===== config.mk =====
export PLATFORM = sky130hd
export DESIGN_NAME = rhcd_decoder
export DESIGN_NICKNAME = d
export VERILOG_FILES = /design/src/shared/rhcd_pkg.sv /design/src/rtl/rhcd_cmd_class.sv /design/src/rtl/rhcd_decoder.sv
export SDC_FILE = /design/constraint.sdc
export NUM_CORES = 1
export LEC_CHECK = 0
export BUFFER_PORTS_ARGS = -buffer_cell sky130_fd_sc_hd__buf_2
export CAP_MARGIN = 20
export CORE_MARGIN = 3
export CORE_UTILIZATION = 35
export CTS_CLUSTER_DIAMETER = 30
export DETAILED_ROUTE_END_ITERATION = 6
export SKIP_CTS_REPAIR_TIMING = 1
export SLEW_MARGIN = 0
export SYNTH_ARGS = -nofsm -noshare
export SYNTH_HDL_FRONTEND = slang
export SYNTH_SLANG_ARGS = --single-unit
export TNS_END_PERCENT = 20

===== constraint.sdc =====
create_clock -name sys_clk -period 2.3 [get_ports sys_clk]
set_input_delay 0 -clock sys_clk [delete_from_list [all_inputs] [get_ports sys_clk]]
set_output_delay 0 -clock sys_clk [all_outputs]
set_load 0.01 [all_outputs]

===== src/shared/rhcd_pkg.sv =====
// What this block does
// - Sync byte aligns processor after reset
// - Codes move radio to off, idle, receive
// - Codes move radio to transmit, sleep
// - Apply stored backup configuration to radio
// - Start intermediate-frequency filter calibration
// - Full reset, radio ends in sleep
// - Prepare program memory for module download
// - Restart processor after module download
// - Image calibration only with module resident
// - Crypto module: encrypt, decrypt packet payload
// - Crypto module: initialise decryption variables
// - Coding module: init encoder, append checks
// - Coding module: correct received payload
// - Shared codes follow whichever module resides
// - Sequential write prefix and its targets
// - Eleven-bit address, top bits in command
// - Sequential read prefix and its targets
// - Scattered write prefix and its targets
// - Scattered read prefix and its targets
// - All-ones byte is a no-operation
package rhcd_pkg;

   // ************************************************
   // Command codes
   // ************************************************
   localparam logic [7:0] SYNC_CMD            = 8'ha2;
   localparam logic [7:0] GO_OFF_CMD          = 8'hb0;
   localparam logic [7:0] GO_IDLE_CMD         = 8'hb1;
   localparam logic [7:0] GO_RECEIVE_CMD      = 8'hb2;
   localparam logic [7:0] GO_TRANSMIT_CMD     = 8'hb5;
   localparam logic [7:0] GO_SLEEP_CMD        = 8'hba;
   localparam logic [7:0] APPLY_CONFIG_CMD    = 8'hbb;
   localparam logic [7:0] SIGNAL_STRENGTH_CMD = 8'hbc;
   localparam logic [7:0] IMAGE_CAL_CMD       = 8'hbd;
   localparam logic [7:0] IF_FILTER_CAL_CMD   = 8'hbe;
   localparam logic [7:0] LOAD_INIT_CMD       = 8'hbf;
   localparam logic [7:0] LOAD_DONE_CMD       = 8'hc7;
   localparam logic [7:0] FULL_RESET_CMD      = 8'hc8;
   localparam logic [7:0] MODULE_OP0_CMD      = 8'hd0;
   localparam logic [7:0] MODULE_OP1_CMD      = 8'hd1;
   localparam logic [7:0] MODULE_OP2_CMD      = 8'hd2;
   localparam logic [7:0] NO_OP_BYTE          = 8'hff;

   // ************************************************
   // Memory command prefixes, upper five bits
   // ************************************************
   localparam int         PFX_LSB        = 3;
   localparam logic [4:0] SEQ_WRITE_PFX  = 5'h03;
   localparam logic [4:0] SEQ_READ_PFX   = 5'h07;
   localparam logic [4:0] SCATTER_WR_PFX = 5'h01;
   localparam logic [4:0] SCATTER_RD_PFX = 5'h05;
   localparam int         ADDR_W         = 11;
   localparam int         ADDR_HI_W      = 3;
   localparam logic [ADDR_W-1:0] ADDR_STEP = 11'h001;

   // ************************************************
   // Types
   // ************************************************
   typedef enum logic [2:0] {
      off_state      = 3'h0,
      idle_state     = 3'h1,
      receive_state  = 3'h2,
      transmit_state = 3'h3,
      sleep_state    = 3'h4
   } rhcd_radio_t;

   localparam rhcd_radio_t RADIO_RESET = sleep_state;

   typedef enum logic [4:0] {
      K_NONE     = 5'h00,
      K_SYNC     = 5'h01,
      K_OFF      = 5'h02,
      K_IDLE     = 5'h03,
      K_RX       = 5'h04,
      K_TX       = 5'h05,
      K_SLEEP    = 5'h06,
      K_CONFIG   = 5'h07,
      K_RSSI     = 5'h08,
      K_IFCAL    = 5'h09,
      K_HWRST    = 5'h0a,
      K_LDINIT   = 5'h0b,
      K_LDDONE   = 5'h0c,
      K_IRCAL    = 5'h0d,
      K_MOD0     = 5'h0e,
      K_MOD1     = 5'h0f,
      K_MOD2     = 5'h10,
      K_SEQ_WR   = 5'h11,
      K_SEQ_RD   = 5'h12,
      K_SCAT_WR  = 5'h13,
      K_SCAT_RD  = 5'h14,
      K_NOP      = 5'h15
   } rhcd_kind_t;

   typedef enum logic [1:0] {
      FW_NONE  = 2'h0,
      FW_IMAGE = 2'h1,
      FW_CRYPT = 2'h2,
      FW_FEC   = 2'h3
   } rhcd_fw_t;

   typedef enum logic [2:0] {
      PH_CMD     = 3'h0,
      PH_SEQ_ADR = 3'h1,
      PH_SEQ_WR  = 3'h2,
      PH_SEQ_RD  = 3'h3,
      PH_SC_ADR  = 3'h4,
      PH_SC_WR   = 3'h5,
      PH_SC_RD   = 3'h6
   } rhcd_phase_t;

endpackage : rhcd_pkg


===== src/rtl/rhcd_cmd_class.sv =====
`timescale 1ns/10ps
`default_nettype none
module rhcd_cmd_class
   import rhcd_pkg::*;
(
   // Byte to classify
   input  wire logic [7:0] cmd_byte,
   // Classification
   output rhcd_kind_t      cmd_kind
);

   logic [4:0] prefix;

   assign prefix = cmd_byte[7:PFX_LSB];

   always_comb begin
      case (cmd_byte)
         SYNC_CMD:            cmd_kind = K_SYNC;
         GO_OFF_CMD:          cmd_kind = K_OFF;
         GO_IDLE_CMD:         cmd_kind = K_IDLE;
         GO_RECEIVE_CMD:      cmd_kind = K_RX;
         GO_TRANSMIT_CMD:     cmd_kind = K_TX;
         GO_SLEEP_CMD:        cmd_kind = K_SLEEP;
         APPLY_CONFIG_CMD:    cmd_kind = K_CONFIG;
         SIGNAL_STRENGTH_CMD: cmd_kind = K_RSSI;
         IF_FILTER_CAL_CMD:   cmd_kind = K_IFCAL;
         FULL_RESET_CMD:      cmd_kind = K_HWRST;
         LOAD_INIT_CMD:       cmd_kind = K_LDINIT;
         LOAD_DONE_CMD:       cmd_kind = K_LDDONE;
         IMAGE_CAL_CMD:       cmd_kind = K_IRCAL;
         MODULE_OP0_CMD:      cmd_kind = K_MOD0;
         MODULE_OP1_CMD:      cmd_kind = K_MOD1;
         MODULE_OP2_CMD:      cmd_kind = K_MOD2;
         NO_OP_BYTE:          cmd_kind = K_NOP;
         default: begin
            if (prefix == SEQ_WRITE_PFX) begin
               cmd_kind = K_SEQ_WR;
            end else if (prefix == SEQ_READ_PFX) begin
               cmd_kind = K_SEQ_RD;
            end else if (prefix == SCATTER_WR_PFX) begin
               cmd_kind = K_SCAT_WR;
            end else if (prefix == SCATTER_RD_PFX) begin
               cmd_kind = K_SCAT_RD;
            end else begin
               cmd_kind = K_NONE;
            end
         end
      endcase
   end

endmodule : rhcd_cmd_class
`default_nettype wire


===== src/rtl/rhcd_decoder.sv =====
`timescale 1ns/10ps
`default_nettype none
module rhcd_decoder
   import rhcd_pkg::*;
(
   // Clock and reset
   input  wire logic              sys_clk,
   input  wire logic              sys_rst,
   input  wire logic              clk_en,
   // Byte stream from the serial port
   input  wire logic              frame_active,
   input  wire logic              byte_valid,
   input  wire logic [7:0]        byte_in,
   // Reply byte for the next shift
   output logic [7:0]             reply_byte_ff,
   output logic                   reply_valid_ff,
   // Memory port
   output logic [ADDR_W-1:0]      mem_addr_ff,
   output logic [7:0]             mem_wdata_ff,
   output logic                   mem_wr_ff,
   output logic                   mem_rd_ff,
   input  wire logic [7:0]        mem_rdata,
   input  wire logic              mem_rvalid,
   // Firmware module resident in program memory
   input  wire logic [1:0]        resident_module,
   // Radio status
   output rhcd_radio_t            radio_state_ff,
   output logic                   synced_ff,
   // Action strobes
   output logic                   apply_config_ff,
   output logic                   signal_strength_ff,
   output logic                   if_filter_cal_ff,
   output logic                   image_cal_ff,
   output logic                   full_reset_ff,
   output logic                   load_init_ff,
   output logic                   load_done_ff,
   output logic                   encrypt_ff,
   output logic                   decrypt_ff,
   output logic                   decrypt_init_ff,
   output logic                   fec_encode_init_ff,
   output logic                   fec_encode_ff,
   output logic                   fec_decode_ff
);

   // ************************************************
   // Byte classification
   // ************************************************
   rhcd_kind_t  kind;
   rhcd_phase_t phase_ff;
   rhcd_phase_t nxt_phase;
   rhcd_fw_t    fw;
   logic        take;
   logic        cmd_take;
   logic        act;
   logic        mode_rd_ff;

   rhcd_cmd_class u_class (
      .cmd_byte (byte_in),
      .cmd_kind (kind)
   );

   assign fw       = rhcd_fw_t'(resident_module);
   assign take     = clk_en && frame_active && byte_valid;
   assign cmd_take = take && (phase_ff == PH_CMD);
   // Nothing but the sync byte is obeyed until aligned
   assign act      = cmd_take && (synced_ff || kind == K_SYNC);

   // ************************************************
   // Alignment flag
   // ************************************************
   always_ff @(posedge sys_clk or posedge sys_rst) begin
      if (sys_rst) begin
         synced_ff <= 1'b0;
      end else if (act && kind == K_SYNC) begin
         synced_ff <= 1'b1;
      end else if (act && kind == K_HWRST) begin
         synced_ff <= 1'b0;
      end
   end

   // ************************************************
   // Frame phase
   // ************************************************
   // A frame drop on a clk_en cycle returns to command phase, so a
   // truncated transfer cannot swallow the next command.
   always_comb begin
      nxt_phase = phase_ff;
      case (phase_ff)
         PH_CMD: begin
            if (act) begin
               case (kind)
                  K_SEQ_WR, K_SEQ_RD: nxt_phase = PH_SEQ_ADR;
                  K_SCAT_WR:          nxt_phase = PH_SC_ADR;
                  K_SCAT_RD:          nxt_phase = PH_SC_ADR;
                  default:            nxt_phase = PH_CMD;
               endcase
            end
         end
         PH_SEQ_ADR: nxt_phase = mode_rd_ff ? PH_SEQ_RD : PH_SEQ_WR;
         PH_SEQ_WR:  nxt_phase = PH_SEQ_WR;
         PH_SEQ_RD:  nxt_phase = PH_SEQ_RD;
         PH_SC_ADR:  nxt_phase = mode_rd_ff ? PH_SC_RD : PH_SC_WR;
         PH_SC_WR:   nxt_phase = PH_SC_ADR;
         PH_SC_RD:   nxt_phase = PH_SC_ADR;
         default:    nxt_phase = PH_CMD;
      endcase
   end

   always_ff @(posedge sys_clk or posedge sys_rst) begin
      if (sys_rst) begin
         phase_ff <= PH_CMD;
      end else if (clk_en) begin
         if (!frame_active) begin
            phase_ff <= PH_CMD;
         end else if (byte_valid) begin
            phase_ff <= nxt_phase;
         end
      end
   end

   always_ff @(posedge sys_clk or posedge sys_rst) begin
      if (sys_rst) begin
         mode_rd_ff <= 1'b0;
      end else if (act) begin
         mode_rd_ff <= (kind == K_SEQ_RD) || (kind == K_SCAT_RD);
      end
   end

   // ************************************************
   // Address and data path
   // ************************************************
   logic [ADDR_HI_W-1:0] addr_hi_ff;
   logic                 adr_phase;

   assign adr_phase = (phase_ff == PH_SEQ_ADR) || (phase_ff == PH_SC_ADR);

   always_ff @(posedge sys_clk or posedge sys_rst) begin
      if (sys_rst) begin
         addr_hi_ff <= '0;
      end else if (act) begin
         addr_hi_ff <= byte_in[ADDR_HI_W-1:0];
      end
   end

   always_ff @(posedge sys_clk or posedge sys_rst) begin
      if (sys_rst) begin
         mem_addr_ff <= '0;
      end else if (take && adr_phase) begin
         mem_addr_ff <= {addr_hi_ff, byte_in};
      end else if ((take && phase_ff == PH_SEQ_RD) ||
                   (clk_en && mem_wr_ff && phase_ff == PH_SEQ_WR)) begin
         // Step after the write strobe, so it meets its own address
         mem_addr_ff <= mem_addr_ff + ADDR_STEP;
      end
   end

   // Reads issue in the same cycle the address settles, so
   // the first byte is ready for the first filler byte.
   logic rd_next;

   assign rd_next = take && mode_rd_ff &&
                    (adr_phase || phase_ff == PH_SEQ_RD);

   always_ff @(posedge sys_clk or posedge sys_rst) begin
      if (sys_rst) begin
         mem_rd_ff <= 1'b0;
      end else if (clk_en) begin
         mem_rd_ff <= rd_next && (phase_ff != PH_SEQ_RD ||
                                  byte_in == NO_OP_BYTE);
      end
   end

   always_ff @(posedge sys_clk or posedge sys_rst) begin
      if (sys_rst) begin
         mem_wr_ff    <= 1'b0;
         mem_wdata_ff <= '0;
      end else if (clk_en) begin
         mem_wr_ff <= take && (phase_ff == PH_SEQ_WR ||
                               phase_ff == PH_SC_WR);
         if (take) begin
            mem_wdata_ff <= byte_in;
         end
      end
   end

   always_ff @(posedge sys_clk or posedge sys_rst) begin
      if (sys_rst) begin
         reply_byte_ff  <= NO_OP_BYTE;
         reply_valid_ff <= 1'b0;
      end else if (clk_en) begin
         reply_valid_ff <= mem_rvalid;
         if (mem_rvalid) begin
            reply_byte_ff <= mem_rdata;
         end
      end
   end

   // ************************************************
   // Radio state
   // ************************************************
   always_ff @(posedge sys_clk or posedge sys_rst) begin
      if (sys_rst) begin
         radio_state_ff <= RADIO_RESET;
      end else if (act) begin
         case (kind)
            K_OFF:   radio_state_ff <= off_state;
            K_IDLE:  radio_state_ff <= idle_state;
            K_RX:    radio_state_ff <= receive_state;
            K_TX:    radio_state_ff <= transmit_state;
            K_SLEEP: radio_state_ff <= sleep_state;
            K_HWRST: radio_state_ff <= sleep_state;
            default: radio_state_ff <= radio_state_ff;
         endcase
      end
   end

   // ************************************************
   // Plain action strobes
   // ************************************************
   always_ff @(posedge sys_clk or posedge sys_rst) begin
      if (sys_rst) begin
         apply_config_ff    <= 1'b0;
         signal_strength_ff <= 1'b0;
         if_filter_cal_ff   <= 1'b0;
         full_reset_ff      <= 1'b0;
         load_init_ff       <= 1'b0;
         load_done_ff       <= 1'b0;
      end else if (clk_en) begin
         apply_config_ff    <= act && kind == K_CONFIG;
         signal_strength_ff <= act && kind == K_RSSI;
         if_filter_cal_ff   <= act && kind == K_IFCAL;
         full_reset_ff      <= act && kind == K_HWRST;
         load_init_ff       <= act && kind == K_LDINIT;
         load_done_ff       <= act && kind == K_LDDONE;
      end
   end

   // ************************************************
   // Module-dependent strobes
   // ************************************************
   // Without the matching module these codes do nothing.
   logic crypt;
   logic fec;

   assign crypt = act && fw == FW_CRYPT;
   assign fec   = act && fw == FW_FEC;

   always_ff @(posedge sys_clk or posedge sys_rst) begin
      if (sys_rst) begin
         image_cal_ff       <= 1'b0;
         encrypt_ff         <= 1'b0;
         decrypt_ff         <= 1'b0;
         decrypt_init_ff    <= 1'b0;
         fec_encode_init_ff <= 1'b0;
         fec_encode_ff      <= 1'b0;
         fec_decode_ff      <= 1'b0;
      end else if (clk_en) begin
         image_cal_ff <= act && kind == K_IRCAL &&
                         fw == FW_IMAGE;
         encrypt_ff         <= crypt && kind == K_MOD0;
         decrypt_ff         <= crypt && kind == K_MOD2;
         decrypt_init_ff    <= crypt && kind == K_MOD1;
         fec_encode_init_ff <= fec && kind == K_MOD1;
         fec_encode_ff      <= fec && kind == K_MOD0;
         fec_decode_ff      <= fec && kind == K_MOD2;
      end
   end

endmodule : rhcd_decoder
`default_nettype wire


# Word-level counts from Yosys, hierarchy flattened
# Cells that the tools add are included.
# totals
reg_bits	54
out_inout_bits	47
word_cells	143
# classes
n_addsub	1
eq_ne	53
muxes	17
reduce_logical	48
# ops
cell	count
$eq 8x8->1 const B	17
$pmux 5 s17	1
$eq 5x4->1 const B	8
$eq 5x3->1 const B	6
$logic_and 1x1->1	29
$eq 5x5->1 const B	5
$mux 11	2
$mux 5	4
$pmux 3 s6	1
$eq 5x2->1 const B	3
$pmux 3 s5	1
$add 11x1->11 const B	1
$eq 5x1->1 const B	2
$eq 3x3->1 const B	3
$mux 3	3
$reduce_or 2->1	4
$logic_or 1x1->1	7
$eq 3x2->1 const B	2
$pmux 3 s2	1
$reduce_and 2->1	3
$reduce_bool 5->1	1
$eq 2x2->1 const B	2
$reduce_bool 2->1	2
$eq 3x1->1 const B	1
8 further kinds	10

# Logic depth before layout (Yosys ltp)
# Gate-level depths: netlist (run 1).
# logic_depth
ltp_word	13
ltp_mapped	9
ltp_nobuf	7

# Cells and area by module
# Synthesis (run 1) repeated with hierarchy kept, for this count alone.
# hier_totals
cells_unflattened	308
hier_area_um2	3075.4
# modules_own_cells
module	instances	cells_per_inst	area_each_um2	seq_area_each_um2
rhcd_decoder	1	253	2726.4	1362.6
rhcd_cmd_class	1	55	349.1	0.0

# Worst setup path before layout (run 1)
# Ideal clock, no wire load.
# synth_path
path_kind	flip-flop to flip-flop
startpoint	register phase_ff[1]
endpoint	register radio_state_ff[2]
setup_ps	82
arrival_time_ps	1956
required_ps	2218
slack_ps	262
path_stages_with_launch	7
n_path_buf	1
path_cell_list	dfrtp_1 > clkbuf_1 > nor4_1 > nor2b_1 > nand2_1 > a2111oi_4 > mux2_4
# synth_via
elab_chain_cells	4
# synth_rtl
item	line_no	rtl
start: declaration	rhcd_decoder.sv:49	rhcd_phase_t phase_ff;
start signal: assignment	rhcd_decoder.sv:116	phase_ff <= nxt_phase;
$logic_not 3->1	rhcd_decoder.sv:64	assign cmd_take = take && (phase_ff == PH_CMD);
$logic_and 1x1->1	rhcd_decoder.sv:64	
$logic_and 1x1->1	rhcd_decoder.sv:66	assign act = cmd_take && (synced_ff || kind == K_SYNC);
$reduce_and 2->1 (no line)	n/a	
end signal: assignment	rhcd_decoder.sv:206	K_OFF: radio_state_ff <= off_state;
end signal: assignment	rhcd_decoder.sv:207	K_IDLE: radio_state_ff <= idle_state;
end signal: assignment	rhcd_decoder.sv:208	K_RX: radio_state_ff <= receive_state;
end: declaration	rhcd_decoder.sv:27	output rhcd_radio_t radio_state_ff,
# Every way passes these cells.
# A chain may end at the register's enable or synchronous reset.

# Worst setup path after layout (run 1)
# layout_path
startpoint	input port clk_en
endpoint	register radio_state_ff[2]
# layout_via
elab_chain_cells	5
# layout_rtl
item	line_no	rtl
start: declaration	rhcd_decoder.sv:9	input wire logic clk_en,
$logic_and 1x1->1 (2 in a row)	rhcd_decoder.sv:63	assign take = clk_en && frame_active && byte_valid;
$logic_and 1x1->1	rhcd_decoder.sv:64	
$logic_and 1x1->1	rhcd_decoder.sv:66	
$reduce_and 2->1 (no line)	n/a	
# Every way passes these cells.

==> metrics.yaml, run 1 <==
grt:
  grt_use_met1: 0.219
  grt_overflow: 0
  grt_pass1_wl_um: 13000
  grt_pass1_vias: 2605
  grtUsageTotal: 0.162
  met2_usage: 0.270
  busiest_layer: "met2"
  antenna_found_initial: 0
  grt_max_degree: 31
  grt_use_met3: 0.0302
sta:
  hold_viol_final: 2
  worst_slew_pin_slew_ps: 584
  setup_violations: 0
  hold_ws_ps: -10.1
  min_period_ps: 2020
  finalClockSkew_ps: 13.9
  finalCritPeriodShare: 0.880
  maxSlewViolCount: 0
  max_freq_ghz: 0.494
  rsz0062_at_grt: "no"
  tns_ps: 0
  worst_slew_margin_rel: 0.607
setup_path:
  end_kind: "flop"
  rr_startpoint: "phase_ff[2]"
  required_ps: 2540
  crit_path_max_incr_delay_ps: 530
  arrival_ps: 2270
  r2r_slack_ps: 280
  crit_start: "clk_en"
  r2r-end: "radio_state_ff[2]"
  worstSetupStartpointType: "input pin"
  critPathKind: "input pin to flop"
  r2r_cells: 5
  cp_max_fo: 8
  cp-endpoint: "radio_state_ff[2]"
  cpMaxStageDelayCell: "dlygate4sd3_1"
  cp_cell_sequence: "dlygate4sd3_1, buf_2, nand3_1, nor4_1, nor2b_1, nand2_1, a2111oi_4, mux2_4"
layout:
  utilization: 0.453
  syn2layout_area_growth_pct: 23.8
  layout_common_cells: "70 x buf_2, 45 x dfrtp_1, 37 x nand2_1"
  final_common_cell: "buf_2"
  nFillCells: 820
  nNetsFinal: 425
  design_area_sq_mm: 0.00376
  antenna_cells: 0
  fin_cells: 506
  drive_gt1_frac: 0.322
synth:
  synth_edf_count: 0
  synth_top_family_by_area: "compound AO/OA/AOI/OAI gates"
  synth-seq-cells: 54
  synth_seq_area_share: 0.449
  ys.flop_type: "dfrtp_1"
  synthDistinctLibCells: 61
  yosysWarnings: 0
  synth_mux_area_frac: 0.0672
  async_flop_share: 1.00
  synth_compound_gate_area_share: 0.217
  avgSynthCellArea_sq_um: 9.60
  syn_nets: 341
  syn-cell-area_sq_mm: 0.00303
  synth_cells: 316
  yosys.area_share.simple: 0.207
  synth-adder-area-share: 0.00412
  yosys.area_share.xor_xnor: 0.0144
clock_network:
  clk_path_buf_depth: 2
  cts_buffers: 5
  cts.clk_slew.worst_paths_ps: 100
  clkSinkCount: 54
  clk_latency_ps: 310
  ctsHtreeMaxLevel: 2
  root_buffer: "clkbuf_8"
  cts_tree: "done"
drt:
  drcViolationCount: 0
  wl_per_cell_um: 15.7
  ant_nets: 0
  drt-total-wl_um: 7960
  drtIter0Drc: 178
  vias: 2704
  dr.pass1.iters: 5
  viasPerCell: 5.34
place:
  hpwl_um: 5750
  portBuffers: 70
  post-place-cells: 486
  place_congestion: 0.856
  placed_area_sq_mm: 0.00355
die:
  die_x_um: 99.1
  boundaryPins: 71
  die_y_um: 99.1
  die_area_sq_mm: 0.00982
  start_util: 0.366
  core_sq_mm: 0.00830
  num_rows: 33
run_status:
  status: "complete, but fails checks"
  violations: "hold timing"
power:
  powerDensity_mw_per_mm2: 589
  power_mw: 2.21
  ir_worst_vdd_mv: 0.246
  p_leak_nw: 1.68
job:
  maxCapViolCount: 0
worst_hold_path:
  hp-class: "input pin to flop"
## area by class of cell
| cell class | instances | area [sq um] | area share |
|---|---|---|---|
| clock buffer | 5 | 68.8 | 0.0183 |
| clock inverter | 3 | 21.3 | 0.00566 |
| inverter | 11 | 41.3 | 0.0110 |
| multi-input combinational | 233 | 1550 | 0.413 |
| sequential | 54 | 1360 | 0.363 |
| tap | 105 | 131 | 0.0350 |
| timing repair buffer | 95 | 581 | 0.155 |
## through the flow
step	setup WS [ps]	hold slack (ps)
after floorplan	262	82.5
after global placement	199	105
after detailed placement	152	97.2
after CTS	261	-257
after global routing	108	2.38
final	277	-10.1
## worst min-delay path by stage
stage / slack, ps / from / depth (start not counted) / end
2_1_floorplan: 80 / resident_module[0] / 1 / decrypt_ff
3_3_place_gp: 110 / sys_rst / 2 / mem_addr_ff[10]
3_5_place_dp: 100 / sys_rst / 2 / mem_wdata_ff[0]
4_1_cts: -260 / sys_rst / 2 / phase_ff[1]
5_1_grt: 2 / resident_module[1] / 3 / decrypt_ff
6_report: -10 / resident_module[1] / 3 / decrypt_ff
## worst max-delay path, delay by kind of cell
family | cells | cell delay [ps]
compound gates | 1 | 400
buf+inv | 2 | 700
mux | 1 | 330
simple gates | 4 | 820
## where the power goes
part | internal, mW | switching [mW]
Sequential | 1.07 | 0.0850
Clock | 0.215 | 0.324
Combinational | 0.232 | 0.286
Total | 1.52 | 0.695
## cell usage after synthesis (3+ instances only)
| cell type | number | area [sq um] |
|---|---|---|
| o21ai_1 | 3 | 15.0 |
| nand2b_1 | 7 | 43.8 |
| dfstp_2 | 9 | 236 |
| nor3b_1 | 4 | 30.0 |
| buf_2 | 8 | 40.0 |
| nor2_1 | 11 | 41.3 |
| mux2_2 | 15 | 169 |
| nor2b_1 | 8 | 50.1 |
| and3_1 | 7 | 43.8 |
| o22ai_1 | 8 | 50.1 |
| a21oi_1 | 23 | 115 |
| inv_1 | 10 | 37.5 |
| o21ai_0 | 22 | 110 |
| o32ai_1 | 4 | 35.0 |
| xnor2_1 | 5 | 43.8 |
| o31ai_1 | 3 | 22.5 |
| o2bb2ai_1 | 13 | 114 |
| or3_1 | 4 | 25.0 |
| dfrtp_1 | 45 | 1130 |
| nand3_1 | 11 | 55.1 |
| clkbuf_1 | 9 | 33.8 |
| nand2_1 | 37 | 139 |
## flip-flops by register name, indices dropped and copies added (netlist names), 3 cells and up
| register | flops |
|---|---|
| mem_wdata_ff | 8 |
| mem_addr_ff | 11 |
| phase_ff | 3 |
| radio_state_ff | 3 |
| reply_byte_ff | 8 |
| addr_hi_ff | 3 |
## kinds of logic after synthesis
group,after synthesis
AO/OA/AOI/OAI,95
XOR/XNOR,5
adder cells (fa/ha/maj),1
buffers and inverters,29
flip-flops,54
multiplexers,18
AND/OR/NAND/NOR,114
## layer usage
metal  vias up  part of all wire
met5         -                 0
met1      1294              0.46
met2        77              0.49
met3         6             0.046
li1       1327                 -
met4         0            0.0084
Power figures use the tool's default switching activity.
==> run 2, diff against run 1 <==
CORE_UTILIZATION = 45   (was 35)
PLACE_DENSITY = 0.69   (was not set)
==> metrics.yaml, run 2 (synthesized netlist as in run 1, its figures left out) <==
setup_path:
  critPathKind: "flop to flop"
  crit_path_max_incr_delay_ps: 470
  path_buf_inv: 1
  arrival_ps: 2310
  worstSetupStartpointType: "flop"
  end_kind: "flop"
  cpMaxStageDelayCell: "dfrtp_1"
  cp_top_family: "simple AND/OR/NAND/NOR gates"
  cp_cell_sequence: "nor4_1, buf_4, nor2b_1, nand2_1, a2111oi_4, mux2_4"
  cp_max_fo: 9
  required_ps: 2540
clock_network:
  root_buffer: "clkbuf_8"
  cts.clk_slew.worst_paths_ps: 100
  clkSinkCount: 54
  clk_path_buf_depth: 2
  cts_buffers: 5
  clk_latency_ps: 320
  ctsHtreeMaxLevel: 2
  cts_tree: "done"
power:
  pwr-share-seq: 0.511
  powerDensity_mw_per_mm2: 604
  swShare: 0.311
  p_comb_frac: 0.232
  switching_power_mw: 0.700
  ir_worst_vdd_mv: 0.307
  internal_power_mw: 1.55
  clkPwrFrac: 0.256
  p_leak_nw: 1.68
sta:
  max_freq_ghz: 0.484
  finalClockSkew_ps: 14.1
  setup_violations: 0
  rsz0062_at_grt: "no"
  maxSlewViolCount: 0
  hold_viol_final: 1
  hold_ws_ps: -25.2
  min_period_ps: 2060
  tns_ps: 0
  finalCritPeriodShare: 0.897
  worst_slew_pin_slew_ps: 596
  worst_slew_margin_rel: 0.600
layout:
  fin_cells: 477
  nFillCells: 582
  syn2layout_area_growth_pct: 22.7
  final_common_cell: "buf_2"
  nNetsFinal: 424
  reg_top3: "mem_addr_ff (11), mem_wdata_ff (8), reply_byte_ff (8)"
  regMostFlops: "mem_addr_ff"
  utilization: 0.576
  drive_gt1_frac: 0.320
  design_area_sq_mm: 0.00372
  antenna_cells: 0
  layout_common_cells: "70 x buf_2, 45 x dfrtp_1, 37 x nand2_1"
  largest_reg_flops: 11
run_status:
  status: "complete, but fails checks"
  violations: "hold timing"
drt:
  vias: 2740
  ant_nets: 0
  drcViolationCount: 0
  drt-total-wl_um: 7780
  wl_per_cell_um: 16.3
  drtIter0Drc: 137
  viasPerCell: 5.74
  dr.pass1.iters: 4
die:
  die_area_sq_mm: 0.00776
  num_rows: 29
  boundaryPins: 71
  core_sq_mm: 0.00646
  die_y_um: 88.1
  start_util: 0.470
  die_x_um: 88.1
place:
  place_congestion: 0.893
  hpwl_um: 5510
  placed_area_sq_mm: 0.00350
  post-place-cells: 457
  portBuffers: 70
grt:
  grt_max_degree: 55
  grtUsageTotal: 0.201
  grt_pass1_wl_um: 12400
  grt_overflow: 0
  grt_pass1_vias: 2575
  antenna_found_initial: 0
job:
  maxCapViolCount: 0
worst_hold_path:
  hp-class: "input pin to flop"
-- run 2: cell count changes in the layout (fill, tap and decap cells not counted) --
cell | before | now
buf_4 | 12 | 11
clkbuf_8 | 5 | 6
clkinv_2 | 1 | 0
clkinv_4 | 1 | 0
inv_6 | 0 | 1
-- run 2: cell type report --
type                    count  area (sq um)  area share
flip-flops and latches     54          1360       0.366
clock buffers               6          82.6      0.0222
well taps                  77          96.3      0.0259
clock inverters             2          16.3     0.00437
inverters                  11          41.3      0.0111
multi-input cells         233          1550       0.416
repair buffers             94           573       0.154
-- run 2: final timing paths --
check	to	startpoint	slack [ps]	cells after the start
max	radio_state_ff[2]	phase_ff[2]	240	6
min	image_cal_ff	resident_module[1]	-30	3
max reg2reg	radio_state_ff[2]	phase_ff[2]	240	6
min reg2reg	signal_strength_ff	signal_strength_ff	490	1
max in group asynchronous	reply_byte_ff[2]	sys_rst	1740	4
min in group asynchronous	mem_addr_ff[10]	sys_rst	270	4
-- run 2: stage by stage --
| step | total power, mW | worst slack, ps |
|---|---|---|
| finish | 2.25 | 236 |
| global placement | 1.66 | 208 |
| CTS | 2.25 | 205 |
| detailed placement | 1.68 | 159 |
| global route | 2.38 | 133 |
| floorplan | 1.47 | 262 |
-- run 2: power by group through the flow --
stage	registers [mW]	clock network (mW)	logic, mW
global placement	1.17	0	0.497
floorplan	1.20	0	0.278
global route	1.17	0.629	0.585
CTS	1.15	0.588	0.509
finish	1.15	0.577	0.522
detailed placement	1.17	0	0.507
-- run 2: routing by layer --
| layer | routed length [um] | global-route usage | vias up | part of all wire |
|---|---|---|---|---|
| li1 | - | - | 1335 | - |
| met1 | 3650 | 0.276 | 1344 | 0.47 |
| met2 | 3760 | 0.327 | 56 | 0.48 |
| met3 | 299 | 0.0329 | 5 | 0.038 |
| met4 | 72 | 0.0618 | 0 | 0.0093 |
| met5 | 0 | 0 | - | 0 |
-- run 2: worst register-to-register path, cell delays in order, from the launching register on --
cell       delay [ps]
dfrtp_1           470
nor4_1            370
buf_4             180
nor2b_1           160
nand2_1           110
a2111oi_4         380
mux2_4            330
